### config.mk
export PLATFORM = sky130hd
export DESIGN_NAME = sgo_object_control
export DESIGN_NICKNAME = d
export VERILOG_FILES = /design/src/logic/sgo_pkg.sv /design/src/logic/sgo_axil_slave.sv /design/src/logic/sgo_event_log.sv /design/src/logic/sgo_object_control.sv
export VERILOG_INCLUDE_DIRS = /design/src /design/src/logic
export SDC_FILE = /design/constraint.sdc
export NUM_CORES = 2
export LEC_CHECK = 0
export BUFFER_PORTS_ARGS = -buffer_cell sky130_fd_sc_hd__buf_2
export CORE_ASPECT_RATIO = 0.75
export CORE_MARGIN = 2
export CORE_UTILIZATION = 56
export CTS_CLUSTER_DIAMETER = 150
export DETAILED_ROUTE_END_ITERATION = 7
export PLACE_DENSITY = 0.72
export SKIP_LAST_GASP = 1
export SYNTH_ARGS = -nofsm -noshare
export SYNTH_HDL_FRONTEND = slang
export SYNTH_SLANG_ARGS = --single-unit
### constraint.sdc
create_clock -name core_clk -period 9.5 [get_ports core_clk]
set_input_delay 1.9 -clock core_clk [delete_from_list [all_inputs] [get_ports core_clk]]
set_output_delay 1.9 -clock core_clk [all_outputs]
set_load 0.005 [all_outputs]
### src/logic/sgo_params.svh
`ifndef SGO_PARAMS_SVH
`define SGO_PARAMS_SVH

// Clock and millisecond tick
`define SGO_CLK_HZ 100000000
`define SGO_TICK_US 1000
`define SGO_TICK_DIV ((`SGO_CLK_HZ / 1000000) * `SGO_TICK_US)

// Setting defaults in milliseconds
`define SGO_TRAVERSE_MS 200
`define SGO_CLOSE_PULSE_MS 200
`define SGO_OPEN_PULSE_MS 200
`define SGO_TIMEOUT_MS 10000
`define SGO_FINAL_TRIP_MS 200

// Bus geometry
`define SGO_AW 8
`define SGO_DW 32
`define SGO_LOG_DEPTH 12
`define SGO_EV_N 16

// Register byte addresses
`define SGO_A_CTRL 8'h00
`define SGO_A_TRAVERSE 8'h04
`define SGO_A_CLOSE_PULSE 8'h08
`define SGO_A_OPEN_PULSE 8'h0C
`define SGO_A_TIMEOUT 8'h10
`define SGO_A_FINAL_TRIP 8'h14
`define SGO_A_STATUS 8'h18
`define SGO_A_DISPLAY_CMD 8'h1C
`define SGO_A_EVT_MASK 8'h20
`define SGO_A_LOG_SEL 8'h24
`define SGO_A_LOG_EVT 8'h28
`define SGO_A_LOG_TS 8'h2C
`define SGO_A_TIME 8'h30

// Control register reset value: level 2, ready check off (2)
`define SGO_CTRL_RST 32'h0000_000A
`define SGO_EVT_MASK_RST 32'hFFFF_FFFF

// Event vector bit positions
`define SGO_EV_POS_OPEN 0
`define SGO_EV_POS_CLOSED 1
`define SGO_EV_POS_BAD 2
`define SGO_EV_POS_INTER 3
`define SGO_EV_OPEN_CMD 4
`define SGO_EV_CLOSE_CMD 5
`define SGO_EV_OPEN_BLK 6
`define SGO_EV_CLOSE_BLK 7
`define SGO_EV_READY 8
`define SGO_EV_FINAL 9
`define SGO_EV_OPEN_FAIL 10
`define SGO_EV_CLOSE_FAIL 11
`define SGO_EV_TIMEOUT 12
`define SGO_EV_OPEN_REQ 13
`define SGO_EV_CLOSE_REQ 14

`endif

### src/logic/sgo_pkg.sv
`include "sgo_params.svh"

package sgo_pkg;

	// Classified object position
	typedef enum logic [2:0] {
		POS_MOVING,
		POS_OPEN,
		POS_CLOSED,
		POS_INTER,
		POS_BAD
	} sgo_pos_t;

	// Control sequence state
	typedef enum logic [1:0] {
		ST_IDLE,
		ST_CLOSING,
		ST_OPENING
	} sgo_state_t;

	// Command sources
	typedef struct packed {
		logic local_close;
		logic local_open;
		logic remote_close;
		logic remote_open;
		logic app_close;
		logic app_open;
	} sgo_cmd_t;

	// Blocking and interlock conditions
	typedef struct packed {
		logic open_block;
		logic open_ilock;
		logic close_block;
		logic close_ilock;
	} sgo_block_t;

	// One record of the event log
	typedef struct packed {
		logic [31:0] stamp;
		logic [`SGO_EV_N-1:0] changed;
		logic [`SGO_EV_N-1:0] values;
	} sgo_log_entry_t;

endpackage : sgo_pkg

### src/logic/sgo_axil_slave.sv
module sgo_axil_slave (
	input wire logic core_clk,
	input wire logic arst_n,
	input wire logic [`SGO_AW-1:0] s_axi_awaddr,
	input wire logic s_axi_awvalid,
	output logic s_axi_awready,
	input wire logic [`SGO_DW-1:0] s_axi_wdata,
	input wire logic [3:0] s_axi_wstrb,
	input wire logic s_axi_wvalid,
	output logic s_axi_wready,
	output logic [1:0] s_axi_bresp,
	output logic s_axi_bvalid,
	input wire logic s_axi_bready,
	input wire logic [`SGO_AW-1:0] s_axi_araddr,
	input wire logic s_axi_arvalid,
	output logic s_axi_arready,
	output logic [`SGO_DW-1:0] s_axi_rdata,
	output logic [1:0] s_axi_rresp,
	output logic s_axi_rvalid,
	input wire logic s_axi_rready,
	output logic wr_en,
	output logic [`SGO_AW-1:0] wr_addr,
	output logic [`SGO_DW-1:0] wr_data,
	output logic [3:0] wr_strb,
	input wire logic wr_ok,
	output logic [`SGO_AW-1:0] rd_addr,
	input wire logic [`SGO_DW-1:0] rd_data,
	input wire logic rd_ok
);

	logic aw_held_reg;
	logic w_held_reg;
	logic aw_hs;
	logic w_hs;
	logic ar_hs;
	logic aw_held_next;
	logic w_held_next;
	logic rvalid_next;

	// Handshakes and holding state
	assign aw_hs = s_axi_awvalid & s_axi_awready;
	assign w_hs = s_axi_wvalid & s_axi_wready;
	assign ar_hs = s_axi_arvalid & s_axi_arready;
	assign wr_en = aw_held_reg & w_held_reg & ~s_axi_bvalid;
	assign aw_held_next = (aw_held_reg | aw_hs) & ~wr_en;
	assign w_held_next = (w_held_reg | w_hs) & ~wr_en;
	assign rvalid_next = (s_axi_rvalid & ~s_axi_rready) | ar_hs;
	assign rd_addr = s_axi_araddr;

	// Write address and data, either order
	always_ff @(posedge core_clk or negedge arst_n) begin
		if (!arst_n) begin
			aw_held_reg <= 1'b0;
			w_held_reg <= 1'b0;
			s_axi_awready <= 1'b0;
			s_axi_wready <= 1'b0;
			wr_addr <= '0;
			wr_data <= '0;
			wr_strb <= 4'h0;
		end else begin
			aw_held_reg <= aw_held_next;
			w_held_reg <= w_held_next;
			s_axi_awready <= ~aw_held_next;
			s_axi_wready <= ~w_held_next;
			if (aw_hs)
				wr_addr <= s_axi_awaddr;
			if (w_hs) begin
				wr_data <= s_axi_wdata;
				wr_strb <= s_axi_wstrb;
			end
		end
	end

	// Write response
	always_ff @(posedge core_clk or negedge arst_n) begin
		if (!arst_n) begin
			s_axi_bvalid <= 1'b0;
			s_axi_bresp <= 2'h0;
		end else if (wr_en) begin
			s_axi_bvalid <= 1'b1;
			s_axi_bresp <= wr_ok ? 2'h0 : 2'h2;
		end else if (s_axi_bready)
			s_axi_bvalid <= 1'b0;
	end

	// Read channel, data captured at address handshake
	always_ff @(posedge core_clk or negedge arst_n) begin
		if (!arst_n) begin
			s_axi_arready <= 1'b0;
			s_axi_rvalid <= 1'b0;
			s_axi_rdata <= '0;
			s_axi_rresp <= 2'h0;
		end else begin
			s_axi_arready <= ~rvalid_next;
			s_axi_rvalid <= rvalid_next;
			if (ar_hs) begin
				s_axi_rdata <= rd_data;
				s_axi_rresp <= rd_ok ? 2'h0 : 2'h2;
			end
		end
	end

endmodule : sgo_axil_slave

### src/logic/sgo_event_log.sv
module sgo_event_log import sgo_pkg::*; (
	input wire logic core_clk,
	input wire logic arst_n,
	input wire logic wr_en,
	input wire sgo_log_entry_t wr_entry,
	input wire logic [3:0] rd_idx,
	output sgo_log_entry_t rd_entry,
	output logic [3:0] count
);

	sgo_log_entry_t mem_reg [`SGO_LOG_DEPTH];
	logic [3:0] wptr_reg;
	logic [3:0] count_reg;
	logic [3:0] slot;

	// Ring write, oldest overwritten
	always_ff @(posedge core_clk or negedge arst_n) begin
		if (!arst_n) begin
			wptr_reg <= 4'h0;
			count_reg <= 4'h0;
		end else if (wr_en) begin
			wptr_reg <= (wptr_reg == 4'(`SGO_LOG_DEPTH - 1)) ? 4'h0 : wptr_reg + 4'h1;
			if (count_reg != 4'(`SGO_LOG_DEPTH))
				count_reg <= count_reg + 4'h1;
		end
	end

	// Storage array, no reset needed
	always_ff @(posedge core_clk) begin
		if (wr_en)
			mem_reg[wptr_reg] <= wr_entry;
	end

	// Index 0 is the newest record
	always_comb begin
		slot = (wptr_reg > rd_idx) ? wptr_reg - rd_idx - 4'h1 : 4'(`SGO_LOG_DEPTH) + wptr_reg - rd_idx - 4'h1;
		rd_entry = (rd_idx < count_reg) ? mem_reg[slot] : '0;
	end

	assign count = count_reg;

endmodule : sgo_event_log

### src/logic/sgo_object_control.sv
// Decided for this implementation: the register offsets and the AXI4-Lite interface to the registers.
module sgo_object_control import sgo_pkg::*; #(
	parameter int unsigned TICK_DIV = `SGO_TICK_DIV
) (
	input wire logic core_clk,
	input wire logic arst_n,
	input wire logic [`SGO_AW-1:0] s_axi_awaddr,
	input wire logic s_axi_awvalid,
	output logic s_axi_awready,
	input wire logic [`SGO_DW-1:0] s_axi_wdata,
	input wire logic [3:0] s_axi_wstrb,
	input wire logic s_axi_wvalid,
	output logic s_axi_wready,
	output logic [1:0] s_axi_bresp,
	output logic s_axi_bvalid,
	input wire logic s_axi_bready,
	input wire logic [`SGO_AW-1:0] s_axi_araddr,
	input wire logic s_axi_arvalid,
	output logic s_axi_arready,
	output logic [`SGO_DW-1:0] s_axi_rdata,
	output logic [1:0] s_axi_rresp,
	output logic s_axi_rvalid,
	input wire logic s_axi_rready,
	input wire sgo_cmd_t cmd_in,
	input wire sgo_block_t block_in,
	input wire logic pos_open_in,
	input wire logic pos_closed_in,
	input wire logic ready_in,
	input wire logic reclose_expected_in,
	output logic close_cmd_out,
	output logic open_cmd_out,
	output logic final_trip_out,
	output sgo_pos_t position_out,
	output logic ctrl_error_out
);

	// Settings and control registers
	logic [31:0] ctrl_reg;
	logic [31:0] traverse_reg;
	logic [31:0] close_pulse_reg;
	logic [31:0] open_pulse_reg;
	logic [31:0] timeout_reg;
	logic [31:0] final_trip_reg;
	logic [31:0] evt_mask_reg;
	logic [3:0] log_sel_reg;

	// Timebase
	logic [31:0] div_reg;
	logic tick_reg;
	logic [31:0] time_reg;

	// Position and sequence state
	logic [1:0] stat_prev_reg;
	logic [31:0] trav_cnt_reg;
	sgo_pos_t pos_next;
	sgo_state_t state_reg;
	logic [31:0] seq_cnt_reg;
	logic [31:0] ft_cnt_reg;
	sgo_cmd_t cmd_prev_reg;
	logic disp_close_reg;
	logic disp_open_reg;
	logic disp_fail_reg;
	logic open_fail_reg;
	logic close_fail_reg;
	logic open_req_reg;
	logic close_req_reg;
	logic [`SGO_EV_N-1:0] ev_prev_reg;

	// Combinational terms
	sgo_cmd_t cmd_rise;
	logic close_req;
	logic open_req;
	logic close_blocked;
	logic open_blocked;
	logic ready_ok;
	logic trav_done;
	logic open_done;
	logic close_done;
	logic timeout_hit;
	logic [`SGO_EV_N-1:0] ev_now;
	logic [`SGO_EV_N-1:0] ev_rec;
	sgo_log_entry_t log_wr;
	sgo_log_entry_t log_rd;
	logic [3:0] log_count;

	// Bus slave side
	logic wr_en;
	logic [`SGO_AW-1:0] wr_addr;
	logic [`SGO_DW-1:0] wr_data;
	logic [3:0] wr_strb;
	logic wr_ok;
	logic [`SGO_AW-1:0] rd_addr;
	logic [`SGO_DW-1:0] rd_data;
	logic rd_ok;

	// Byte-lane merge of a register write
	function automatic logic [31:0] merge(input logic [31:0] old, input logic [31:0] data, input logic [3:0] strb);
		logic [31:0] res;
		res = old;
		for (int i = 0; i < 4; i++) begin
			if (strb[i])
				res[i*8 +: 8] = data[i*8 +: 8];
		end
		return res;
	endfunction : merge

	// True for an address software may write
	function automatic logic is_writable(input logic [`SGO_AW-1:0] a);
		logic ok;
		if (a == `SGO_A_CTRL)
			ok = 1'b1;
		else if (a == `SGO_A_TRAVERSE || a == `SGO_A_CLOSE_PULSE || a == `SGO_A_OPEN_PULSE)
			ok = 1'b1;
		else if (a == `SGO_A_TIMEOUT || a == `SGO_A_FINAL_TRIP)
			ok = 1'b1;
		else if (a == `SGO_A_DISPLAY_CMD || a == `SGO_A_EVT_MASK || a == `SGO_A_LOG_SEL)
			ok = 1'b1;
		else
			ok = 1'b0;
		return ok;
	endfunction : is_writable

	sgo_axil_slave u_bus (
		.core_clk(core_clk),
		.arst_n(arst_n),
		.s_axi_awaddr(s_axi_awaddr),
		.s_axi_awvalid(s_axi_awvalid),
		.s_axi_awready(s_axi_awready),
		.s_axi_wdata(s_axi_wdata),
		.s_axi_wstrb(s_axi_wstrb),
		.s_axi_wvalid(s_axi_wvalid),
		.s_axi_wready(s_axi_wready),
		.s_axi_bresp(s_axi_bresp),
		.s_axi_bvalid(s_axi_bvalid),
		.s_axi_bready(s_axi_bready),
		.s_axi_araddr(s_axi_araddr),
		.s_axi_arvalid(s_axi_arvalid),
		.s_axi_arready(s_axi_arready),
		.s_axi_rdata(s_axi_rdata),
		.s_axi_rresp(s_axi_rresp),
		.s_axi_rvalid(s_axi_rvalid),
		.s_axi_rready(s_axi_rready),
		.wr_en(wr_en),
		.wr_addr(wr_addr),
		.wr_data(wr_data),
		.wr_strb(wr_strb),
		.wr_ok(wr_ok),
		.rd_addr(rd_addr),
		.rd_data(rd_data),
		.rd_ok(rd_ok)
	);

	assign wr_ok = is_writable(wr_addr);

	// Register writes
	always_ff @(posedge core_clk or negedge arst_n) begin
		if (!arst_n) begin
			ctrl_reg <= `SGO_CTRL_RST;
			traverse_reg <= 32'(`SGO_TRAVERSE_MS);
			close_pulse_reg <= 32'(`SGO_CLOSE_PULSE_MS);
			open_pulse_reg <= 32'(`SGO_OPEN_PULSE_MS);
			timeout_reg <= 32'(`SGO_TIMEOUT_MS);
			final_trip_reg <= 32'(`SGO_FINAL_TRIP_MS);
			evt_mask_reg <= `SGO_EVT_MASK_RST;
			log_sel_reg <= 4'h0;
		end else if (wr_en) begin
			if (wr_addr == `SGO_A_CTRL)
				ctrl_reg <= merge(ctrl_reg, wr_data, wr_strb) & 32'h0000_000F;
			else if (wr_addr == `SGO_A_TRAVERSE)
				traverse_reg <= merge(traverse_reg, wr_data, wr_strb);
			else if (wr_addr == `SGO_A_CLOSE_PULSE)
				close_pulse_reg <= merge(close_pulse_reg, wr_data, wr_strb);
			else if (wr_addr == `SGO_A_OPEN_PULSE)
				open_pulse_reg <= merge(open_pulse_reg, wr_data, wr_strb);
			else if (wr_addr == `SGO_A_TIMEOUT)
				timeout_reg <= merge(timeout_reg, wr_data, wr_strb);
			else if (wr_addr == `SGO_A_FINAL_TRIP)
				final_trip_reg <= merge(final_trip_reg, wr_data, wr_strb);
			else if (wr_addr == `SGO_A_EVT_MASK)
				evt_mask_reg <= merge(evt_mask_reg, wr_data, wr_strb);
			else if (wr_addr == `SGO_A_LOG_SEL && wr_strb[0])
				log_sel_reg <= wr_data[3:0];
		end
	end

	// Display command: caller level must reach required level
	always_ff @(posedge core_clk or negedge arst_n) begin
		if (!arst_n) begin
			disp_close_reg <= 1'b0;
			disp_open_reg <= 1'b0;
			disp_fail_reg <= 1'b0;
		end else begin
			disp_close_reg <= 1'b0;
			disp_open_reg <= 1'b0;
			disp_fail_reg <= 1'b0;
			if (wr_en && wr_addr == `SGO_A_DISPLAY_CMD && wr_strb[0]) begin
				if (wr_data[5:4] >= ctrl_reg[1:0]) begin
					disp_close_reg <= wr_data[0];
					disp_open_reg <= wr_data[1];
				end else
					disp_fail_reg <= |wr_data[1:0];
			end
		end
	end

	// Register reads
	always_comb begin
		rd_ok = 1'b1;
		rd_data = '0;
		if (rd_addr == `SGO_A_CTRL)
			rd_data = ctrl_reg;
		else if (rd_addr == `SGO_A_TRAVERSE)
			rd_data = traverse_reg;
		else if (rd_addr == `SGO_A_CLOSE_PULSE)
			rd_data = close_pulse_reg;
		else if (rd_addr == `SGO_A_OPEN_PULSE)
			rd_data = open_pulse_reg;
		else if (rd_addr == `SGO_A_TIMEOUT)
			rd_data = timeout_reg;
		else if (rd_addr == `SGO_A_FINAL_TRIP)
			rd_data = final_trip_reg;
		else if (rd_addr == `SGO_A_STATUS)
			rd_data = {18'h00000, log_count, 1'b0, ctrl_error_out, final_trip_out, open_cmd_out,
				close_cmd_out, state_reg, position_out};
		else if (rd_addr == `SGO_A_DISPLAY_CMD)
			rd_data = '0;
		else if (rd_addr == `SGO_A_EVT_MASK)
			rd_data = evt_mask_reg;
		else if (rd_addr == `SGO_A_LOG_SEL)
			rd_data = {28'h0000000, log_sel_reg};
		else if (rd_addr == `SGO_A_LOG_EVT)
			rd_data = {log_rd.changed, log_rd.values};
		else if (rd_addr == `SGO_A_LOG_TS)
			rd_data = log_rd.stamp;
		else if (rd_addr == `SGO_A_TIME)
			rd_data = time_reg;
		else
			rd_ok = 1'b0;
	end

	// Millisecond tick and time stamp counter
	always_ff @(posedge core_clk or negedge arst_n) begin
		if (!arst_n) begin
			div_reg <= '0;
			tick_reg <= 1'b0;
			time_reg <= '0;
		end else begin
			tick_reg <= (div_reg == TICK_DIV - 1);
			div_reg <= (div_reg == TICK_DIV - 1) ? '0 : div_reg + 32'h1;
			if (tick_reg)
				time_reg <= time_reg + 32'h1;
		end
	end

	// Traverse timer restarts on any status input change
	always_ff @(posedge core_clk or negedge arst_n) begin
		if (!arst_n) begin
			stat_prev_reg <= 2'h0;
			trav_cnt_reg <= '0;
		end else begin
			stat_prev_reg <= {pos_open_in, pos_closed_in};
			if (stat_prev_reg != {pos_open_in, pos_closed_in})
				trav_cnt_reg <= '0;
			else if (tick_reg && !trav_done)
				trav_cnt_reg <= trav_cnt_reg + 32'h1;
		end
	end

	// Done only while the inputs hold steady, so a change never flashes a stale result
	assign trav_done = (trav_cnt_reg >= traverse_reg) && (stat_prev_reg == {pos_open_in, pos_closed_in});

	// Position classification from the two inputs
	always_comb begin
		case ({pos_open_in, pos_closed_in})
			2'b10: pos_next = POS_OPEN;
			2'b01: pos_next = POS_CLOSED;
			2'b11: pos_next = trav_done ? POS_BAD : POS_MOVING;
			default: pos_next = trav_done ? POS_INTER : POS_MOVING;
		endcase
	end

	always_ff @(posedge core_clk or negedge arst_n) begin
		if (!arst_n)
			position_out <= POS_MOVING;
		else
			position_out <= pos_next;
	end

	// Command requests from every source, rising edges only
	assign cmd_rise = cmd_in & ~cmd_prev_reg;
	assign close_req = cmd_rise.local_close | cmd_rise.remote_close | cmd_rise.app_close | disp_close_reg;
	assign open_req = cmd_rise.local_open | cmd_rise.remote_open | cmd_rise.app_open | disp_open_reg;
	assign close_blocked = block_in.close_block | block_in.close_ilock;
	assign open_blocked = block_in.open_block | block_in.open_ilock;
	assign ready_ok = (ctrl_reg[3:2] == 2'h0) ? ready_in : (ctrl_reg[3:2] == 2'h1) ? ~ready_in : 1'b1;

	// Sequence ending conditions
	assign close_done = (state_reg == ST_CLOSING) && pos_closed_in && !pos_open_in;
	assign open_done = (state_reg == ST_OPENING) && pos_open_in && !pos_closed_in;
	assign timeout_hit = (state_reg != ST_IDLE) && (seq_cnt_reg >= timeout_reg);

	// Control sequence: pulse out, wait for position, time out
	always_ff @(posedge core_clk or negedge arst_n) begin
		if (!arst_n) begin
			state_reg <= ST_IDLE;
			seq_cnt_reg <= '0;
			close_cmd_out <= 1'b0;
			open_cmd_out <= 1'b0;
			ctrl_error_out <= 1'b0;
			open_fail_reg <= 1'b0;
			close_fail_reg <= 1'b0;
			open_req_reg <= 1'b0;
			close_req_reg <= 1'b0;
			cmd_prev_reg <= '0;
		end else begin
			cmd_prev_reg <= cmd_in;
			ctrl_error_out <= 1'b0;
			open_fail_reg <= 1'b0;
			close_fail_reg <= disp_fail_reg;
			open_req_reg <= open_req;
			close_req_reg <= close_req;
			if (tick_reg)
				seq_cnt_reg <= seq_cnt_reg + 32'h1;
			case (state_reg)
				ST_IDLE: begin
					// Block sampled when the command edge arrives
					if (open_req) begin
						if (open_blocked)
							open_fail_reg <= 1'b1;
						else begin
							state_reg <= ST_OPENING;
							open_cmd_out <= 1'b1;
							seq_cnt_reg <= '0;
						end
					end else if (close_req) begin
						if (close_blocked || !ready_ok)
							close_fail_reg <= 1'b1;
						else begin
							state_reg <= ST_CLOSING;
							close_cmd_out <= 1'b1;
							seq_cnt_reg <= '0;
						end
					end
				end
				default: begin
					// Requests ignored until the sequence ends
					if (close_done || open_done) begin
						state_reg <= ST_IDLE;
						close_cmd_out <= 1'b0;
						open_cmd_out <= 1'b0;
					end else if (timeout_hit) begin
						state_reg <= ST_IDLE;
						close_cmd_out <= 1'b0;
						open_cmd_out <= 1'b0;
						ctrl_error_out <= 1'b1;
					end else begin
						if (seq_cnt_reg >= close_pulse_reg)
							close_cmd_out <= 1'b0;
						if (seq_cnt_reg >= open_pulse_reg)
							open_cmd_out <= 1'b0;
					end
				end
			endcase
		end
	end

	// Final trip after a completed open
	always_ff @(posedge core_clk or negedge arst_n) begin
		if (!arst_n) begin
			final_trip_out <= 1'b0;
			ft_cnt_reg <= '0;
		end else if (open_done && !reclose_expected_in) begin
			final_trip_out <= 1'b1;
			ft_cnt_reg <= '0;
		end else if (state_reg == ST_CLOSING)
			final_trip_out <= 1'b0;
		else if (final_trip_out && final_trip_reg != 32'h0) begin
			if (ft_cnt_reg >= final_trip_reg)
				final_trip_out <= 1'b0;
			else if (tick_reg)
				ft_cnt_reg <= ft_cnt_reg + 32'h1;
		end
	end

	// Monitored event vector
	assign ev_now = {1'b0, close_req_reg, open_req_reg, ctrl_error_out, close_fail_reg, open_fail_reg,
		final_trip_out, ready_in, close_blocked, open_blocked, close_cmd_out, open_cmd_out,
		position_out == POS_INTER, position_out == POS_BAD, position_out == POS_CLOSED,
		position_out == POS_OPEN};

	// Per-bit ON and OFF selection
	for (genvar i = 0; i < `SGO_EV_N; i++) begin : g_ev
		assign ev_rec[i] = (ev_now[i] & ~ev_prev_reg[i] & evt_mask_reg[i])
			| (~ev_now[i] & ev_prev_reg[i] & evt_mask_reg[i + `SGO_EV_N]);
	end

	always_ff @(posedge core_clk or negedge arst_n) begin
		if (!arst_n)
			ev_prev_reg <= '0;
		else
			ev_prev_reg <= ev_now;
	end

	// Time stamp and snapshot of all monitored values
	assign log_wr = '{stamp: time_reg, changed: ev_rec, values: ev_now};

	sgo_event_log u_log (
		.core_clk(core_clk),
		.arst_n(arst_n),
		.wr_en(|ev_rec),
		.wr_entry(log_wr),
		.rd_idx(log_sel_reg),
		.rd_entry(log_rd),
		.count(log_count)
	);

endmodule : sgo_object_control

Yosys cells after proc, flatten, opt, wreduce, memory -nomap -nowiden

Memory sizes are Yosys's and may differ from the RTL's.
Cells that the tools add are included.

Add/subtract/negate cells: 12
Multipliers: 0
Div/mod/pow operators: 0
$lt $le $gt $ge: 8
Eq/ne operators: 45
Shifts and indexed selects: 0
Muxes and demuxes: 98
Bitwise operators: 139
Reductions and logical operators: 73

Operator list:

| cell                                                               | number |
|---|---|
| 32-bit 2-to-1 mux                                                  | 27 |
| 32-bit by 1-bit adder with 32-bit output (second input constant)   | 5 |
| 32-bit >= comparator                                               | 5 |
| 1-bit bitwise AND                                                  | 68 |
| 64-bit 2-to-1 mux                                                  | 1 |
| 8-bit by 5-bit == test with 1-bit output (second input constant)   | 7 |
| 8-bit by 6-bit == test with 1-bit output (second input constant)   | 7 |
| 1-bit 2-to-1 mux                                                   | 56 |
| 9-bit AND reduction                                                | 5 |
| 1-bit inverter                                                     | 43 |
| 32-bit by 17-bit == test with 1-bit output (second input constant) | 1 |
| 8-bit by 4-bit == test with 1-bit output (second input constant)   | 4 |
| 8-bit AND reduction                                                | 4 |
| 32-bit nonzero test                                                | 1 |
| 4-bit AND reduction                                                | 7 |
| 7-bit AND reduction                                                | 4 |
| 1-bit OR                                                           | 26 |
| 6-bit AND reduction                                                | 4 |
| 2-bit 2-to-1 mux                                                   | 10 |
| 5-bit AND reduction                                                | 4 |
| 8-bit by 3-bit == test with 1-bit output (second input constant)   | 2 |
| 8-bit zero test                                                    | 2 |
| 15-bit OR reduction                                                | 1 |
| 1-bit logical AND                                                  | 12 |
| other kinds (33)                                                   | 69 |

Flip-flop bits (word level): 495
Bits in latches: 0
RAM bits: 744
Bits in read-only memories: 0
Bits of input ports: 73
Output and inout port bits: 48
Word-level logic and storage cells: 444
Memories: 1

Memory list:

| memory        | depth | bits a word | read ports | clocked after memory_dff | wr ports | RTL line            | RTL |
|---|---|---|---|---|---|---|---|
| u_log.mem_reg | 12    | 62          | 1          | 0                        | 1        | sgo_event_log.sv:11 | `` sgo_log_entry_t mem_reg [`SGO_LOG_DEPTH]; `` |

Longest topological paths before layout

An unclocked memory read counts as a cell.

Depth in word-level cells: 18
Mapped depth: 16
Depth with buffers taken out: 13

Cells and area by module

From an unflattened synthesis, not the netlist that was laid out.

Cell total of the unflattened synthesis: 4040
Area, all modules: 57068.5 um^2

Modules (own cells, without submodules):

| module             | instances | cells each | area an instance (um^2) | sequential area each (um^2) |
|---|---|---|---|---|
| sgo_event_log      | 1         | 1403       | 30773.3                 | 23262.3 |
| sgo_object_control | 1         | 2439       | 22985.8                 | 10073.4 |
| sgo_axil_slave     | 1         | 198        | 3309.4                  | 2127.0 |

Worst setup path after synthesis

No wires, ideal clock.

Kind: input-to-reg
From: input port block_in[2] (netlist bit)
To: memory u_log.mem_reg[3][0] (netlist bit), enable pin
Setup time: 0.561 ns
Data arrival time: 7.477 ns
Data required time: 8.939 ns
Slack: 1.462 ns
Stages: 7
Buffers on the path: 1
Cells stage by stage: nor2_1 > o21ai_0 > nor4_1 > nand4_1 > clkbuf_1 > nand2_1 > nor3_1

Cells in the longest elaborated chain, start to end: 8
Elaborated cells on any way between the ends: 10
Classes of those cells: mux: 2; bitwise: 7; reduce/logical: 1

RTL lines:

| what                                       | RTL line                  | RTL |
|---|---|---|
| from (decl)                                | sgo_object_control.sv:25  | `input wire sgo_block_t block_in,` |
| 1-bit OR (*)                               | sgo_object_control.sv:294 | `assign open_blocked = block_in.open_block \| block_in.open_ilock;` |
| 1-bit inverter                             | sgo_object_control.sv:394 | `` \| (~ev_now[i] & ev_prev_reg[i] & evt_mask_reg[i + `SGO_EV_N]); `` |
| 1-bit bitwise AND (2 in series)            | sgo_object_control.sv:394 |  |
| 1-bit OR (*)                               | sgo_object_control.sv:393 | `assign ev_rec[i] = (ev_now[i] & ~ev_prev_reg[i] & evt_mask_reg[i])` |
| named net ev_rec[6]                        | sgo_object_control.sv:81  | `` logic [`SGO_EV_N-1:0] ev_rec; `` |
| 15-bit OR reduction (*)                    | sgo_object_control.sv:410 | `.wr_en(\|ev_rec),` |
| 1-bit 2-to-1 mux (*)                       | sgo_event_log.sv:30       | `if (wr_en)` |
| 1-bit 2-to-1 mux (implied by the code) (*) | sgo_event_log.sv:31       | `mem_reg[wptr_reg] <= wr_entry;` |
| to (decl)                                  | sgo_event_log.sv:11       |  |

The timed path passes the listed nets; every way through them passes the cells marked *.

Worst setup path in the final report

From: input port ready_in
To: memory u_log.mem_reg[0][25] (netlist bit), enable pin

Cells in the longest elaborated chain, start to end: 7
Elaborated cells on any way between the ends: 9
Classes of those cells: mux: 2; bitwise: 6; reduce/logical: 1

RTL lines:

| what                                       | RTL line                  | RTL |
|---|---|---|
| from (decl)                                | sgo_object_control.sv:28  | `input wire logic ready_in,` |
| 1-bit inverter                             | sgo_object_control.sv:394 |  |
| 1-bit bitwise AND (2 in series)            | sgo_object_control.sv:394 |  |
| 1-bit OR (*)                               | sgo_object_control.sv:393 |  |
| named net ev_rec[8]                        | sgo_object_control.sv:81  |  |
| 15-bit OR reduction (*)                    | sgo_object_control.sv:410 |  |
| 1-bit 2-to-1 mux (*)                       | sgo_event_log.sv:30       |  |
| 1-bit 2-to-1 mux (implied by the code) (*) | sgo_event_log.sv:31       |  |

Marked as above.

==> qor.txt <==
Status: finished, final reports clean
Slew margin rel.: 0.0762
Crit. End Element: flip-flop
Initial antenna violation count: 4
Largest register FFs: 744
Final period util: 0.579
DRT antenna net count: 0
# setup viols final: 0
Leakage: 0.0239 uW
Distinct cells, synth: 88
Clock-pin slew on the worst setup and hold paths: 0.06 ns
Leading cell types in the layout, fill and taps excluded: 744 x edfxtp_1, 442 x dfrtp_1, 255 x mux2_2
Placed Area: 0.0578 sq mm
Largest net degree at the start of global routing: 185
Clock Latency Late Sink: 0.73 ns
Die Wd: 367 um
Root Driver: clkbuf_16
Total Routing Usage GR: 0.309
FF/Latch Area: 0.0347 sq mm
Worst EP arrival: 5.83 ns
RePlAce Congestion: 1.01
Overflow after GRT: 0
Commonest non-fill, non-tap cell in the layout: edfxtp_1
Ports: 121
Cell area after synthesis: 0.0554 sq mm
WL/cell: 28.6 um
Delay-heaviest family, CP: simple AND/OR/NAND/NOR gates
Area of the multi-input gates: 0.0194 sq mm
Final max-slew violation count: 0
Drt first-iter violations: 5,195
Final WL: 157 mm
Asr flop ratio synth: 0.399
Row count: 99
Vias in the first global route: 34,300
# DRC: 0
Worst Skew: 0.0248 ns
Seq cells post-synth: 1,237
RSZ-0062 raised after global routing: false
Average vias per placed instance: 6.58
Vias: 36,000
Synth Flop Type: edfxtp_1
Max-cap violations: 0
Synth top area share: 0.403
Cells along the critical path: buf_2 -> nand2_1 -> o21ai_0 -> nor4_1 -> nand4_1 -> nand2_1 -> nor3_2 -> buf_4
Die area: 0.101 sq mm
Cells after Synth: 3,885
Max FO, Critical Path: 55
Setup TNS: 0 ns
Area contributors post-synth: edfxtp_1 40%, dfrtp_1 20%, mux4_2 6.2%
Yosys warning count: 0
Nature of the critical path startpoint: primary input
Final Util: 0.633
Worst-margin pin slew: 1.38 ns
PD cells: 261 mW/mm^2
PortBufs: 118
Clk buf depth: 3
Net count, final: 4,313
Cell type with the largest total area after synthesis: edfxtp_1
Worst EP required: 9.84 ns
FMAX: 182 MHz
Worst vdd ir: 221 uV
Crit path buffers/inverters: 2
Avg Cell Area, Syn: 14.3 sq um
Die height: 276 um
Final Cell Area: 0.0618 sq mm
Worst Hold Class: flip-flop to flip-flop
Min cycle time layout: 5.50 ns
DRT Pass-1 Iters: 6
First-pass GRT wire length: 231 mm
Clock Sinks: 1,237
Dpl hpwl: 107 mm
H-tree levels: 3
Resize count post-CTS: 0
Fill cells: 7,281
Post-CTS setup buffer count: 0
Hold WS: 0.486 ns
Critical path's largest stage delay: 0.92 ns
Seq/Total Area, Yosys: 0.627
Starting Density: 0.568
Final hold violations: 0
CTS tree: done
Setup CP Type: primary input to flip-flop
Critical Path Slowest Stage Cell: o21ai_0
CTS Hold Buffers Added: 0
Core area: 0.0976 sq mm
Area grow syn2layout: 11.5%
Cts bufs inserted: 114
Cell mode on critical path: nand2_1
Fraction of layout cells with a size suffix above 1: 0.215
Post-synth EDFFs: 744
[cell type report]
type                    instances  share of cell area
inverters                     207              0.0126
multi-input cells            2291               0.314
repair buffers                203              0.0207
flip-flops and latches       1237               0.562
well taps                    1313              0.0266
diodes                          3            0.000122
clock buffers                 152              0.0513
clock inverters                62              0.0125
[per-stage QoR]
stage	setup slack [ns]	instances	total power, uW
floorplan	1.46	3886	9600
global placement	3.51	5251	11200
detailed placement	3.43	5251	11300
CTS	4.13	5465	16100
global route	3.70	5465	16700
finish	4.00	5468	16100
[metal layers]
metal,GRT usage,vias up,part of all wire
met5,0,-,0.00036
met4,0.0864,8,0.030
met3,0.0967,303,0.13
met2,0.429,2100,0.42
met1,0.469,18300,0.42
li1,-,15300,-
[Yosys cell counts (45+ instances only)]
cell type	count
edfxtp_1	744
dfrtp_1	442
mux2_2	255
nand2_1	231
inv_1	207
ha_1	183
a21oi_1	182
nor2_1	168
mux4_2	153
clkbuf_1	97
nand3_1	95
o21ai_0	88
mux2i_1	74
xnor2_1	68
nand4_1	59
o22ai_1	56
and3_1	51
dfstp_2	51
a21o_1	45
xor2_1	45
[worst reg2reg max path, cell delays in order, from the launching register on]
cell	delay [ns]
dfrtp_1	0.46
inv_1	0.15
ha_1	0.36
ha_1	0.21
fa_1	0.40
xor2_1	0.18
a211oi_1	0.19
o2bb2ai_1	0.16
or3_1	0.48
nand2_1	0.31
nor2_1	0.84
a22oi_1	0.32
a2111oi_0	0.79
a211o_1	0.18
[power breakdown]
part           internal, uW  switching [uW]
logic                  1770            2790
registers              6190             567
clock network          2760            2050
total                 10700            5410
[path summary, 6_finish.rpt]
kind | startpoint | cells past startpoint | endpoint | slack [ns]
max in group asynchronous | arst_n | 2 | seq_cnt_reg[9] | 6.86
hold reg to reg | div_reg[31] | 1 | div_reg[31] | 0.49
setup / recovery | ready_in | 8 | u_log.mem_reg[0][25] | 4.00
min in group asynchronous | arst_n | 1 | time_reg[18] | 1.15
setup reg to reg | log_sel_reg[1] | 13 | u_bus.s_axi_rdata[23] | 4.40
hold / removal | div_reg[31] | 1 | div_reg[31] | 0.49
[cells by family (layout without fill, tap and decap cells)]
group                    after synthesis  after routing  share of synthesized area
AND/OR/NAND/NOR                      837            837                     0.0774
multiplexers                         482            482                      0.127
buffers and inverters                358            624                     0.0259
flip-flops                          1237           1237                      0.627
other                                  1              5                  0.0000677
adder cells (fa/ha/maj)              186            186                     0.0424
AO/OA/AOI/OAI                        671            671                     0.0818
XOR/XNOR                             113            113                     0.0179
Note: power is estimated with default switching activity, not from simulation.
